==> config.mk <==
export PLATFORM = sky130hd
export DESIGN_NAME = irc_request_service_mask
export DESIGN_NICKNAME = d
export VERILOG_FILES = /design/src/shared/irc_pkg.sv /design/src/design/irc_request_service_mask.sv
export SDC_FILE = /design/constraint.sdc
export NUM_CORES = 1
export LEC_CHECK = 0
export BUFFER_PORTS_ARGS = -buffer_cell sky130_fd_sc_hd__buf_2
export CORE_ASPECT_RATIO = 1.5
export CORE_MARGIN = 10
export CORE_UTILIZATION = 45
export CTS_CLUSTER_SIZE = 24
export DETAILED_ROUTE_END_ITERATION = 8
export HOLD_SLACK_MARGIN = 0.05
export PLACE_DENSITY_LB_ADDON = 0.15
export SYNTH_ARGS = -nofsm -noshare
export SYNTH_HDL_FRONTEND = slang
export SYNTH_SLANG_ARGS = --single-unit
==> constraint.sdc <==
create_clock -name clock_in -period 2.8 [get_ports clock_in]
set_input_delay 0.28 -clock clock_in [delete_from_list [all_inputs] [get_ports clock_in]]
set_output_delay 0.28 -clock clock_in [all_outputs]
set_load 0.01 [all_outputs]
==> src/shared/irc_pkg.sv <==
// constants, types and helpers for the interrupt request/service/mask block
// Notes on behaviour
// - slave mode request register is read-only latched pending status
// - slave: internal request sets pending, acknowledge clears
// - slave request layout: t2 5, t1 4, dma 3:2, t0 0
// - slave request register resets to zero
// - master: in-service bit set when interrupt taken
// - end-of-interrupt clears the matching in-service bit
// - in-service source raises no new request in master mode; slave mode does not block it
// - fully nested mode exempts external 0 and 1
// - master in-service register resets to zero
// - master in-service layout: serial 10, wdog 9, ext 8:4
// - slave in-service read-only, timers and dma bits
// - slave in-service set on request, cleared on acknowledge
// - priority threshold field in bits 2 to 0
// - priority above threshold is suppressed, 0 highest
// - priority threshold resets to seven
// - threshold seven passes every unmasked source
// - mask register read/write, 1 masks, 0 enables
// - master mask layout matches in-service layout
// - master mask resets with all sources masked
// - slave mask bits mirror per-source control mask
// - slave mask resets with timers and dma masked
// - control-register mask bit and copy share state
// - master timer unit bit is OR of timers
package irc_pkg;

  localparam int          IRC_NSRC   = 11;
  localparam int          IRC_REG_W  = 16;
  localparam int          IRC_PRIO_W = 3;

  // register offsets
  localparam logic [15:0] IRC_OFS_MASK = 16'h0028;
  localparam logic [15:0] IRC_OFS_PRIO = 16'h002a;
  localparam logic [15:0] IRC_OFS_INS  = 16'h002c;
  localparam logic [15:0] IRC_OFS_REQ  = 16'h002e;

  // field positions
  localparam int IRC_BIT_TIMER_ZERO_BIT = 0;
  localparam int IRC_BIT_DMA0 = 2;
  localparam int IRC_BIT_DMA1 = 3;
  localparam int IRC_BIT_TIMER_ONE_BIT = 4;
  localparam int IRC_BIT_TIMER_TWO_BIT = 5;
  localparam int IRC_BIT_EXT0 = 4;
  localparam int IRC_BIT_EXT1 = 5;
  localparam int IRC_BIT_WDOG = 9;
  localparam int IRC_BIT_SER  = 10;

  // reset values and implemented-bit masks
  localparam logic [15:0] IRC_MASK_RST_MASTER = 16'h07fd;
  localparam logic [15:0] IRC_MASK_RST_SLAVE  = 16'h003d;
  localparam logic [15:0] IRC_VALID_MASTER    = 16'h07fd;
  localparam logic [15:0] IRC_VALID_SLAVE     = 16'h003d;
  localparam logic [2:0]  IRC_PRIO_RST        = 3'h7;
  localparam logic [15:0] IRC_INS_RST         = 16'h0000;
  localparam logic [15:0] IRC_REQ_RST         = 16'h0000;

  // raw source request lines
  typedef struct packed {
    logic       serial;
    logic       watchdog;
    logic [4:0] ext;
    logic [1:0] dma;
    logic [2:0] timer;
  } irc_src_s;

  typedef logic [IRC_NSRC-1:0] irc_vec_t;

  // master layout, timer unit is the OR of the three timers
  function automatic irc_vec_t irc_master_vec(irc_src_s s);
    irc_vec_t v;
    v = '0;
    v[IRC_BIT_SER]                  = s.serial;
    v[IRC_BIT_WDOG]                 = s.watchdog;
    v[8:4]                          = s.ext;
    v[IRC_BIT_DMA1:IRC_BIT_DMA0]    = s.dma;
    v[IRC_BIT_TIMER_ZERO_BIT]                 = |s.timer;
    return v;
  endfunction

  // slave layout, internal sources only
  function automatic irc_vec_t irc_slave_vec(irc_src_s s);
    irc_vec_t v;
    v = '0;
    v[IRC_BIT_TIMER_TWO_BIT]              = s.timer[2];
    v[IRC_BIT_TIMER_ONE_BIT]              = s.timer[1];
    v[IRC_BIT_DMA1:IRC_BIT_DMA0] = s.dma;
    v[IRC_BIT_TIMER_ZERO_BIT]              = s.timer[0];
    return v;
  endfunction

  function automatic irc_vec_t irc_onehot(logic [3:0] b);
    irc_vec_t v;
    v = '0;
    if (b < 4'(IRC_NSRC)) begin
      v[b] = 1'b1;
    end
    return v;
  endfunction

endpackage

==> src/design/irc_request_service_mask.sv <==
// request, in-service, priority threshold and source mask state
//
// The address-and-strobe port was chosen for this implementation.
`timescale 1ns/1ps
`default_nettype none
module irc_request_service_mask
  import irc_pkg::*;
#(
  parameter int ADDR_W = 8
) (
  // clock, reset, enable
  input  wire logic                        clock_in,
  input  wire logic                        resetn_in,
  input  wire logic                        clk_en_in,
  // mode straps
  input  wire logic                        slave_mode_in,
  input  wire logic                        fully_nested_in,
  // register port
  input  wire logic [ADDR_W-1:0]           reg_addr_in,
  input  wire logic [IRC_REG_W-1:0]        reg_wdata_in,
  input  wire logic                        reg_wr_in,
  input  wire logic                        reg_rd_in,
  output logic      [IRC_REG_W-1:0]        reg_rdata_out,
  // sources and their priorities
  input  wire irc_src_s                    src_req_in,
  input  wire logic [IRC_NSRC-1:0][2:0]    src_prio_in,
  // per-source control register mask bit
  input  wire logic [IRC_NSRC-1:0]         ctl_mask_wr_in,
  input  wire logic [IRC_NSRC-1:0]         ctl_mask_wdata_in,
  output logic      [IRC_NSRC-1:0]         source_mask_out,
  // core acknowledge and end of interrupt
  input  wire logic                        ack_in,
  input  wire logic [3:0]                  ack_bit_in,
  input  wire logic                        eoi_in,
  input  wire logic [3:0]                  eoi_bit_in,
  // gated requests toward the arbiter
  output logic      [IRC_NSRC-1:0]         irq_lines_out,
  output logic                             irq_any_out,
  output logic      [IRC_NSRC-1:0]         in_service_out
);

  if (ADDR_W < 6 || ADDR_W > 16) begin : g_chk
    $error("irc: ADDR_W must be 6..16");
  end

  localparam logic [ADDR_W-1:0] A_MASK = ADDR_W'(IRC_OFS_MASK);
  localparam logic [ADDR_W-1:0] A_PRIO = ADDR_W'(IRC_OFS_PRIO);
  localparam logic [ADDR_W-1:0] A_INS  = ADDR_W'(IRC_OFS_INS);
  localparam logic [ADDR_W-1:0] A_REQ  = ADDR_W'(IRC_OFS_REQ);

  irc_vec_t            pend_q;
  irc_vec_t            ins_q;
  irc_vec_t            mask_q;
  irc_vec_t            prev_s_q;
  irc_vec_t            lines_q;
  logic                any_q;
  logic [2:0]          thr_q;
  logic [IRC_REG_W-1:0] rdata_q;

  irc_vec_t valid;
  irc_vec_t raw_m;
  irc_vec_t raw_s;
  irc_vec_t rise_s;
  irc_vec_t ack_vec;
  irc_vec_t eoi_vec;
  irc_vec_t present;
  irc_vec_t allow_d;
  irc_vec_t mask_d;

  // unimplemented positions never hold state
  assign valid   = slave_mode_in ? IRC_VALID_SLAVE[IRC_NSRC-1:0]
                                 : IRC_VALID_MASTER[IRC_NSRC-1:0];
  assign raw_m   = irc_master_vec(src_req_in);
  assign raw_s   = irc_slave_vec(src_req_in);
  // slave requests count on their rising edge so a held line acks once
  assign rise_s  = raw_s & ~prev_s_q;
  assign ack_vec = ack_in ? (irc_onehot(ack_bit_in) & valid) : '0;
  assign eoi_vec = eoi_in ? (irc_onehot(eoi_bit_in) & valid) : '0;

  always_ff @(posedge clock_in) begin
    if (!resetn_in) begin
      prev_s_q <= '0;
    end else if (clk_en_in) begin
      prev_s_q <= raw_s;
    end
  end

  // slave pending requests, set wins over acknowledge
  always_ff @(posedge clock_in) begin
    if (!resetn_in) begin
      pend_q <= IRC_REQ_RST[IRC_NSRC-1:0];
    end else if (clk_en_in) begin
      if (slave_mode_in) begin
        pend_q <= ((pend_q & ~ack_vec) | rise_s) & valid;
      end else begin
        pend_q <= '0;
      end
    end
  end

  // in-service flags
  always_ff @(posedge clock_in) begin
    if (!resetn_in) begin
      ins_q <= IRC_INS_RST[IRC_NSRC-1:0];
    end else if (clk_en_in) begin
      if (slave_mode_in) begin
        ins_q <= ((ins_q & ~(ack_vec | eoi_vec)) | rise_s) & valid;
      end else begin
        ins_q <= ((ins_q & ~eoi_vec) | ack_vec) & valid;
      end
    end
  end

  // one mask state shared by the bus copy and the control registers
  always_comb begin
    mask_d = mask_q;
    if (reg_wr_in && reg_addr_in == A_MASK) begin
      mask_d = reg_wdata_in[IRC_NSRC-1:0];
    end
    // control register write lands last when both hit one bit
    mask_d = (mask_d & ~ctl_mask_wr_in) | (ctl_mask_wdata_in & ctl_mask_wr_in);
    mask_d = mask_d & valid;
  end

  always_ff @(posedge clock_in) begin
    if (!resetn_in) begin
      // mode strap is static, sampled by the synchronous reset
      mask_q <= slave_mode_in ? IRC_MASK_RST_SLAVE[IRC_NSRC-1:0]
                              : IRC_MASK_RST_MASTER[IRC_NSRC-1:0];
    end else if (clk_en_in) begin
      mask_q <= mask_d;
    end
  end

  always_ff @(posedge clock_in) begin
    if (!resetn_in) begin
      thr_q <= IRC_PRIO_RST;
    end else if (clk_en_in) begin
      if (reg_wr_in && reg_addr_in == A_PRIO) begin
        thr_q <= reg_wdata_in[IRC_PRIO_W-1:0];
      end
    end
  end

  // request gating: mask, priority threshold, in-service block
  always_comb begin
    logic blocked;
    blocked = 1'b0;
    present = slave_mode_in ? pend_q : (raw_m & valid);
    allow_d = '0;
    for (int i = 0; i < IRC_NSRC; i++) begin
      blocked = !slave_mode_in && ins_q[i];
      if (fully_nested_in && (i == IRC_BIT_EXT0 || i == IRC_BIT_EXT1)) begin
        blocked = 1'b0;
      end
      // unsigned compare: threshold seven admits all
      allow_d[i] = present[i] && !mask_q[i] && (src_prio_in[i] <= thr_q)
                   && !blocked;
    end
  end

  always_ff @(posedge clock_in) begin
    if (!resetn_in) begin
      lines_q <= '0;
      any_q   <= 1'b0;
    end else if (clk_en_in) begin
      lines_q <= allow_d;
      any_q   <= |allow_d;
    end
  end

  // read data stand only in the cycle after the strobe
  always_ff @(posedge clock_in) begin
    if (!resetn_in) begin
      rdata_q <= '0;
    end else if (clk_en_in) begin
      rdata_q <= '0;
      if (reg_rd_in) begin
        unique case (reg_addr_in)
          A_MASK:  rdata_q <= {5'h0, mask_q};
          A_PRIO:  rdata_q <= {13'h0, thr_q};
          A_INS:   rdata_q <= {5'h0, ins_q};
          A_REQ:   rdata_q <= {5'h0, present};
          default: rdata_q <= '0;
        endcase
      end
    end
  end

  assign reg_rdata_out   = rdata_q;
  assign source_mask_out = mask_q;
  assign irq_lines_out   = lines_q;
  assign irq_any_out     = any_q;
  assign in_service_out  = ins_q;

endmodule
`default_nettype wire

# Word-level counts from Yosys, hierarchy flattened
# Cells that the tools add are included.
[op_classes] add_sub_neg=0 n_mul=0 div=0 n_lt_le_gt_ge=17 eq_ne=5 n_shift=0 mux=19 n_bitwise=23 reduce_logical=74
[ops] operator="11-bit bitwise AND" n=12
[ops] operator="11-bit two-way mux" n=12
[ops] operator="11-bit OR" n=5
[ops] operator="1-bit logical AND" n=48
[ops] operator="11-bit inverter" n=4
[ops] operator="11-bit case mux with 4 select lines" n=1
[ops] operator="3-bit less-or-equal comparator" n=11
[ops] operator="8-bit by 6-bit equality test with 1-bit output (second input constant)" n=4
[ops] operator="1-bit logical NOT" n=23
[ops] operator="6-bit by 11-bit bitwise AND with 11-bit output" n=1
[ops] operator="6-bit inverter with 11-bit output" n=1
[ops] operator="11-bit OR reduction" n=1
[ops] operator="4-bit by 5-bit less-than comparator with 1-bit output (second input constant)" n=2
[ops] operator="1-bit demux with 4-bit select" n=2
[ops] operator="4-bit by 1-bit greater-or-equal comparator with 1-bit output (second input constant)" n=2
[ops] operator="4-bit less-than comparator (second input constant)" n=2
[ops] operator="1-bit two-way mux" n=4
[ops] operator="3-bit OR reduction" n=1
[ops] operator="2-bit by 1-bit != test with 1-bit output (second input constant)" n=1
[ops] operator="2-bit AND reduction" n=1
[totals] register_bits=69 latchBits=0 ram_bits=0 mem_bits_ro=0 input_bits=108 out_inout_bits=50 word_cells=146 mem_count=0

# Longest topological paths before layout
# Gate-level depths: netlist of the first run.
[depth] depth_word=13 mapped_depth=8 mapped_depth_nobuf=8

# Worst setup path before layout of the first run
# No wires, ideal clock.
[synth_timing] kind="input to register" start="input reg_addr_in[4]" end="register mask_q[0] (netlist: source_mask_out[0]), data pin" setup_ns=0.267 t_arrival_ns=1.619 t_required_ns=2.533 slack_ns=0.914 stages=7 path_buffers=1 path_cell_list="nor4b_2 -> nand3b_1 -> nor4b_2 -> buf_4 -> mux2_2 -> mux2i_1 -> nand2_1"
[synth_between] elab_chain_cells=8
[synth_rtl] element="from (decl)" line_no="irc_request_service_mask.sv:19" source="input wire logic [ADDR_W-1:0] reg_addr_in,"
[synth_rtl] element="8-bit by 6-bit equality test with 1-bit output" line_no="irc_request_service_mask.sv:117" source="if (reg_wr_in && reg_addr_in == A_MASK) begin"
[synth_rtl] element="1-bit logical AND" line_no="irc_request_service_mask.sv:117"
[synth_rtl] element="11-bit two-way mux" line_no="irc_request_service_mask.sv:117"
[synth_rtl] element="11-bit bitwise AND" line_no="irc_request_service_mask.sv:121" source="mask_d = (mask_d & ~ctl_mask_wr_in) | (ctl_mask_wdata_in & ctl_mask_wr_in);"
[synth_rtl] element="11-bit OR" line_no="irc_request_service_mask.sv:121"
[synth_rtl] element="11-bit bitwise AND" line_no="irc_request_service_mask.sv:122" source="mask_d = mask_d & valid;"
[synth_rtl] element="11-bit two-way mux" line_no="irc_request_service_mask.sv:130" source="end else if (clk_en_in) begin"
[synth_rtl] element="11-bit two-way mux" line_no="irc_request_service_mask.sv:126" source="if (!resetn_in) begin"
[synth_rtl] element="to (signal assigned)" line_no="irc_request_service_mask.sv:128" source="mask_q <= slave_mode_in ? IRC_MASK_RST_SLAVE[IRC_NSRC-1:0]"
[synth_rtl] element="to (signal assigned)" line_no="irc_request_service_mask.sv:131" source="mask_q <= mask_d;"
[synth_rtl] element="to (decl)" line_no="irc_request_service_mask.sv:53" source="irc_vec_t mask_q;"
# Every way passes these cells. The select of a mux whose other input is x is not followed.
# A chain may end at the register's enable or synchronous reset.

# Final worst setup path of the first run
[layout_timing] start="register thr_q[2]" end="register any_q (netlist: irq_any_out)"
[layout_between] elab_chain_cells=4 elab_cells_between_ends=34 cone_classes="order compare: 11; reduce/logical: 23"
[layout_rtl] element="from (decl)" line_no="irc_request_service_mask.sv:57" source="logic [2:0] thr_q;"
[layout_rtl] element="from (signal assigned)" line_no="irc_request_service_mask.sv:140" source="thr_q <= reg_wdata_in[IRC_PRIO_W-1:0];"
[layout_rtl] element="3-bit less-or-equal comparator" line_no="irc_request_service_mask.sv:157" source="allow_d[i] = present[i] && !mask_q[i] && (src_prio_in[i] <= thr_q)"
[layout_rtl] element="1-bit logical AND" line_no="irc_request_service_mask.sv:157"
[layout_rtl] element="1-bit logical AND" line_no="irc_request_service_mask.sv:158" source="&& !blocked;"
[layout_rtl] element="11-bit OR reduction (*)" line_no="irc_request_service_mask.sv:168" source="any_q <= |allow_d;"
[layout_rtl] element="to (signal assigned)" line_no="irc_request_service_mask.sv:168"
[layout_rtl] element="to (decl)" line_no="irc_request_service_mask.sv:56" source="logic any_q;"
# Mark *: on every way between the ends. The rest lies on a longest branch, timed or not.

==> impl_metrics.py, run 1 <==
metrics = {
    "run_status": {
        "status": "complete, no violations",
    },
    "floorplanning": {
        "boundaryPins": 158,
        "core_um2": 8460,
        "die-area_um2": 13000,
        "die_w_um": 96.4,
        "start_util_pct": 46.5,
        "die_y_um": 135,
        "fp-row-count": 41,
    },
    "clock_network": {
        "cts_setup_buffers": 0,
        "cts_hold_buf": 0,
        "clock-sinks": 60,
        "numCtsBuffers": 9,
        "worstSkewPairLatency_ns": 0.33,
        "clockBufferDepth": 2,
        "cts_tree": "built",
        "htreeDepth": 3,
        "cts-resized-gates": 0,
        "clkTransAtPathRegs_ns": 0.05,
        "cts_root_buffer": "clkbuf_16",
    },
    "sta": {
        "tightest_slew_ns": 0.712,
        "hold_violations": 0,
        "post-route-min-period_ns": 2.03,
        "slew_viol_final": 0,
        "skew_ns": 0.00254,
        "setup_viol": 0,
        "post-route-period-util_pct": 72.5,
        "max_freq_mhz": 493,
        "relSlewSlack_pct": 52.3,
        "tns_ns": 0,
        "rsz0062_at_grt": "false",
        "setup_slack_ns": 0.771,
    },
    "finish": {
        "insertedDiodeCount": 0,
        "num-nets-final": 735,
        "final_cells": 709,
        "nFillCells": 810,
        "syn_to_final_growth_pct": 27.3,
        "layout-drive-gt1-share_pct": 29.6,
    },
    "synth": {
        "synth-simple-area-share_pct": 21.8,
        "synth_cells": 461,
        "synth_compound_gate_area_share_pct": 17.7,
        "synth.avg_cell_area_um2": 8.55,
        "synth_top_family_by_area": "simple AND/OR/NAND/NOR gates",
        "synthArstFlopShare_pct": 0,
        "synth_cell_types": 52,
        "synth_xor_area_share_pct": 0,
        "synthAdderAreaFrac_pct": 9.53,
        "ys_ff_latch": 60,
        "synth-edff-count": 10,
        "ys.flop_type": "dfxtp_1",
        "synth_area_um2": 3940,
        "synthMuxAreaShare_pct": 10.2,
        "yosysSeqAreaShare_pct": 33.0,
        "yosys_warnings": 0,
    },
    "power": {
        "power_uw": 2400,
        "leakage_uw": 0.00242,
        "powerDensity_nw_per_um2": 478,
        "irDropWorstVdd_mv": 0.320,
    },
    "global_routing": {
        "grt_pass1_wl_um": 20300,
        "grt_max_degree": 34,
        "antenna_found_initial": 1,
        "grt_util_all_layers_pct": 19.8,
        "grt_pass1_vias": 4035,
        "grt_overflow": 0,
    },
    "placed_design": {
        "placed_cells": 693,
        "dp_hpwl_um": 9980,
        "dp_slack_ns": 0.562,
        "port_buffers": 139,
        "place_congestion": 0.870,
    },
    "worst_setup_path": {
        "crit_arrival_ns": 2.24,
        "critPathRequiredTime_ns": 3.01,
        "cp-start-kind": "flip-flop",
        "end_kind": "flip-flop",
        "critical_path_class": "reg2reg",
        "worstPathMaxFanout": 5,
    },
    "drt": {
        "wl_um": 12600,
        "wire_per_inst_um": 17.8,
        "viasPerCell": 5.47,
        "first_iter_violations": 171,
        "firstDrtPassIters": 5,
        "drc": 0,
        "vias": 3879,
        "antenna_left": 0,
    },
    "min_path": {
        "hp-class": "in2reg",
    },
    "run": {
        "cap_viol_max_count": 0,
    },
}
power breakdown:
part | switching, uW | internal, uW
registers | 26.3 | 909
clock network | 392 | 726
logic | 189 | 159
stage by stage:
| step | cell area (um^2) | util (%) | hold slack, ns |
|---|---|---|---|
| 3_5_place_dp | 4710 | 55.6 | 0.444 |
| 6_report | 5020 | 59.3 | 0.186 |
| 2_1_floorplan | 3970 | - | 0.408 |
| 3_3_place_gp | 4710 | 55.6 | 0.442 |
| 5_1_grt | 5020 | 59.3 | 0.191 |
| 4_1_cts | 5020 | 59.3 | 0.179 |
state kept, by name, indices dropped and copies added, names as in the netlist:
name	flops
pend_q	10
irq_any_out	1
irq_lines_out	10
thr_q	3
prev_s_q	5
reg_rdata_out	11
source_mask_out	10
in_service_out	10
layout make-up:
| type | instances | area (um^2) | share of cell area [%] |
|---|---|---|---|
| well taps | 107 | 134 | 2.67 |
| clock inverters | 3 | 15.0 | 0.299 |
| inverters | 40 | 150 | 2.99 |
| flip-flops and latches | 60 | 1300 | 25.9 |
| repair buffers | 148 | 763 | 15.2 |
| clock buffers | 13 | 293 | 5.84 |
| multi-input cells | 338 | 2360 | 47.1 |
logic make-up after synthesis:
| logic type | Yosys count |
|---|---|
| and+or+nand+nor | 153 |
| AOI/OAI and AO/OA | 109 |
| buffers and inverters | 70 |
| DFF | 60 |
| muxes | 38 |
| adders and majority gates | 30 |
| other | 1 |
placed cells by master (no fill, tap or decap), drive strengths merged, types with 3 or more instances in the layout:
cell	synthesis	routed
buf	16	148
dfxtp	50	50
o21ai	43	43
nand2	40	40
inv	39	39
mux2i	31	31
ha	30	30
nor2b	25	25
nand3	25	25
a21oi	17	17
nor2	15	15
clkbuf	14	13
and2	10	10
edfxtp	10	10
a22o	8	8
conb	1	8
a211oi	7	7
mux2	6	6
a311oi	5	5
nor3b	5	5
or3b	5	5
nand4b	5	5
nand2b	5	5
a21boi	4	4
a31oi	4	4
clkinv	1	4
nor4b	3	3
nand4	3	3
a32oi	3	3
a221oi	3	3
cells in the mapped netlist (2+ instances only):
cell,n,area share (%)
a22o_1,8,1.8
clkbuf_1,14,1.3
a31oi_1,4,0.64
a21o_1,2,0.38
a221oi_1,3,0.67
buf_4,9,1.7
nand4_1,3,0.48
a32oi_1,3,0.67
ha_1,30,9.5
a211o_1,2,0.44
o211ai_1,2,0.38
and2_1,10,1.6
a32o_1,2,0.51
o21ai_0,43,5.5
and3b_1,2,0.44
nand2_1,40,3.8
nand4b_1,5,1.1
buf_2,6,0.76
and3_1,2,0.32
a311oi_1,5,1.1
a21boi_0,4,0.76
dfxtp_1,50,25
a211oi_1,7,1.3
a21oi_1,17,2.2
or3b_2,5,1.1
nand2b_1,5,0.79
edfxtp_1,10,7.6
nor4_1,2,0.32
nor2_1,15,1.4
nor4b_2,3,1.1
mux2i_1,31,7.9
nor2b_1,25,4.0
nand3_1,25,3.2
or3_1,2,0.32
inv_1,39,3.7
mux2_2,6,1.7
nor3b_1,5,0.95
layer usage:
metal / GRT usage [%] / vias up / share of wire (%)
met5: 0 / - / 0
met4: 7.86 / 0 / 2.1
li1: - / 1916 / -
met1: 21.8 / 1818 / 39
met2: 34.5 / 129 / 51
met3: 5.33 / 16 / 8.2
final timing paths:
check	cells after the start	slack [ns]	from	to
max	8	0.77	thr_q[2]	irq_any_out
min	3	0.19	reg_wdata_in[0]	thr_q[0]
max reg2reg	8	0.77	thr_q[2]	irq_any_out
min reg2reg	1	0.46	pend_q[9]	pend_q[9]
worst max-delay path, stage by stage, from the launching register on:
cell and delay, ns:
dfxtp_1 0.34, inv_1 0.13, ha_1 0.31, nand3_1 0.08, o21ai_0 0.07, o21ai_0 0.33
nand4_1 0.20, nor4_1 0.34, a21oi_1 0.10
Power figures use the tool's default switching activity.
==> inputs of run 2 (changes only) <==
clock period = 2 ns   (was 2.8 ns; I/O delays follow)
==> impl_metrics.py, run 2 (synthesized netlist as in run 1, its figures left out) <==
metrics = {
    "worst_setup_path": {
        "r2r_cells": 9,
        "critical_path_class": "reg2reg",
        "reg2reg_slack_ns": 0.10,
        "reg2reg_from": "thr_q[1]",
        "startpoint": "thr_q[1]",
        "worstPathMaxFanout": 8,
        "end_kind": "flip-flop",
        "r2r-end": "irq_any_out",
        "cp-start-kind": "flip-flop",
        "crit_end": "irq_any_out",
        "crit_arrival_ns": 2.11,
        "critPathRequiredTime_ns": 2.21,
    },
    "run_status": {
        "status": "complete, no violations",
    },
    "power": {
        "p_sw_uw": 865,
        "irDropWorstVdd_mv": 0.495,
        "switching_share_pct": 25.0,
        "leakage_uw": 0.00250,
        "p_clk_share_pct": 47.5,
        "power_frac_comb_pct": 14.7,
        "power_uw": 3460,
        "p_seq_share_pct": 37.8,
        "powerDensity_nw_per_um2": 670,
        "p_int_uw": 2600,
    },
    "finish": {
        "syn_to_final_growth_pct": 31.3,
        "insertedDiodeCount": 0,
        "final_cells": 725,
        "mostFrequentLayoutCells": "139 x buf_2, 50 x dfxtp_1, 41 x o21ai_0, 40 x nand2_1, 39 x inv_1",
        "num-nets-final": 751,
        "layout_commonest_cell": "buf_2",
        "layout-drive-gt1-share_pct": 31.7,
        "nFillCells": 778,
        "largest_reg_flops": 11,
    },
    "floorplanning": {
        "fp-row-count": 41,
        "start_util_pct": 46.5,
        "die-area_um2": 13000,
        "boundaryPins": 158,
        "die_w_um": 96.4,
        "die_y_um": 135,
        "core_um2": 8460,
    },
    "sta": {
        "hold_violations": 0,
        "tightest_slew_ns": 0.531,
        "post-route-period-util_pct": 94.9,
        "slew_viol_final": 0,
        "skew_ns": 0.00360,
        "relSlewSlack_pct": 63.7,
        "post-route-min-period_ns": 1.90,
        "setup_slack_ns": 0.103,
        "setup_viol": 0,
        "rsz0062_at_grt": "true",
        "max_freq_mhz": 527,
        "tns_ns": 0,
    },
    "global_routing": {
        "globalRoute.busiestLayer": "met2",
        "met1_usage_pct": 20.9,
        "grt_pass1_wl_um": 20100,
        "grt_overflow": 0,
        "grt_use_met3_pct": 5.77,
        "grt_pass1_vias": 4181,
        "grt_max_degree": 24,
        "gr-usage-met2_pct": 35.1,
        "antenna_found_initial": 0,
        "grt_util_all_layers_pct": 19.7,
    },
    "clock_network": {
        "clockBufferDepth": 2,
        "cts_root_buffer": "clkbuf_16",
        "htreeDepth": 3,
        "clkTransAtPathRegs_ns": 0.05,
        "clock-sinks": 60,
        "cts_tree": "built",
        "cts_hold_buf": 0,
        "worstSkewPairLatency_ns": 0.33,
        "numCtsBuffers": 9,
    },
    "drt": {
        "firstDrtPassIters": 4,
        "first_iter_violations": 201,
        "vias": 3965,
        "wl_um": 13000,
        "wire_per_inst_um": 17.9,
        "viasPerCell": 5.47,
        "drc": 0,
        "antenna_left": 0,
    },
    "min_path": {
        "hp-class": "in2reg",
    },
    "placed_design": {
        "port_buffers": 139,
        "dp_hpwl_um": 10300,
        "place_congestion": 0.886,
        "dp_slack_ns": -0.0352,
        "placed_cells": 709,
    },
    "run": {
        "cap_viol_max_count": 0,
    },
}
run 2: worst min-delay path by stage:
| stage | from | end | slack, ns | cells past startpoint |
|---|---|---|---|---|
| 2_1_floorplan | reg_wdata_in[0] | thr_q[0] | 0.33 | 2 |
| 3_3_place_gp | pend_q[10] | pend_q[10] | 0.44 | 1 |
| 5_1_grt | reg_wdata_in[2] | thr_q[2] | 0.12 | 3 |
| 4_1_cts | reg_wdata_in[2] | thr_q[2] | 0.11 | 3 |
| 3_5_place_dp | pend_q[10] | pend_q[10] | 0.44 | 1 |
| 6_report | reg_wdata_in[2] | thr_q[2] | 0.11 | 3 |
run 2: final cells by class:
class	count	area [um^2]	area share, %
Multi-Input combinational cell	338	2370	45.9
Clock buffer	15	320	6.19
Clock inverter	1	7.51	0.145
Sequential cell	60	1300	25.2
Inverter	40	150	2.90
Tap cell	107	134	2.59
Timing Repair Buffer	164	887	17.2
run 2: per-stage QoR:
stage | utilization (%) | hold WS [ns] | instance area, um^2
CTS | 60.9 | 0.108 | 5160
floorplan | - | 0.328 | 3970
global route | 61.1 | 0.117 | 5170
detailed placement | 57.1 | 0.444 | 4830
global placement | 57.1 | 0.442 | 4830
finish | 61.1 | 0.110 | 5170
run 2: power groups by stage:
stage / registers, uW / clock network [uW] / logic (uW)
after floorplan: 1330 / 0 / 279
after global placement: 1330 / 0 / 490
after detailed placement: 1330 / 0 / 504
after CTS: 1310 / 1650 / 508
after global routing: 1310 / 1710 / 566
final: 1310 / 1650 / 510
run 2: layer usage:
metal,wire length [um],vias up
met5,0,-
met4,235,0
met3,1110,20
met2,6680,136
met1,4970,1869
li1,-,1940
run 2: critical path, cell delays in order, from the launching register on:
cell     delay (ns)
dfxtp_1        0.33
inv_1          0.12
buf_6          0.17
ha_1           0.28
nor2b_1        0.12
o21a_1         0.11
o21ai_0        0.08
and3_1         0.18
nor4_1         0.27
a21oi_1        0.09
run 2: what timing repair did:
item / in CTS / in global routing
resized for setup: 0 / 5
buffers inserted: 0 / 0
setup endpoints to repair: 0 / 4
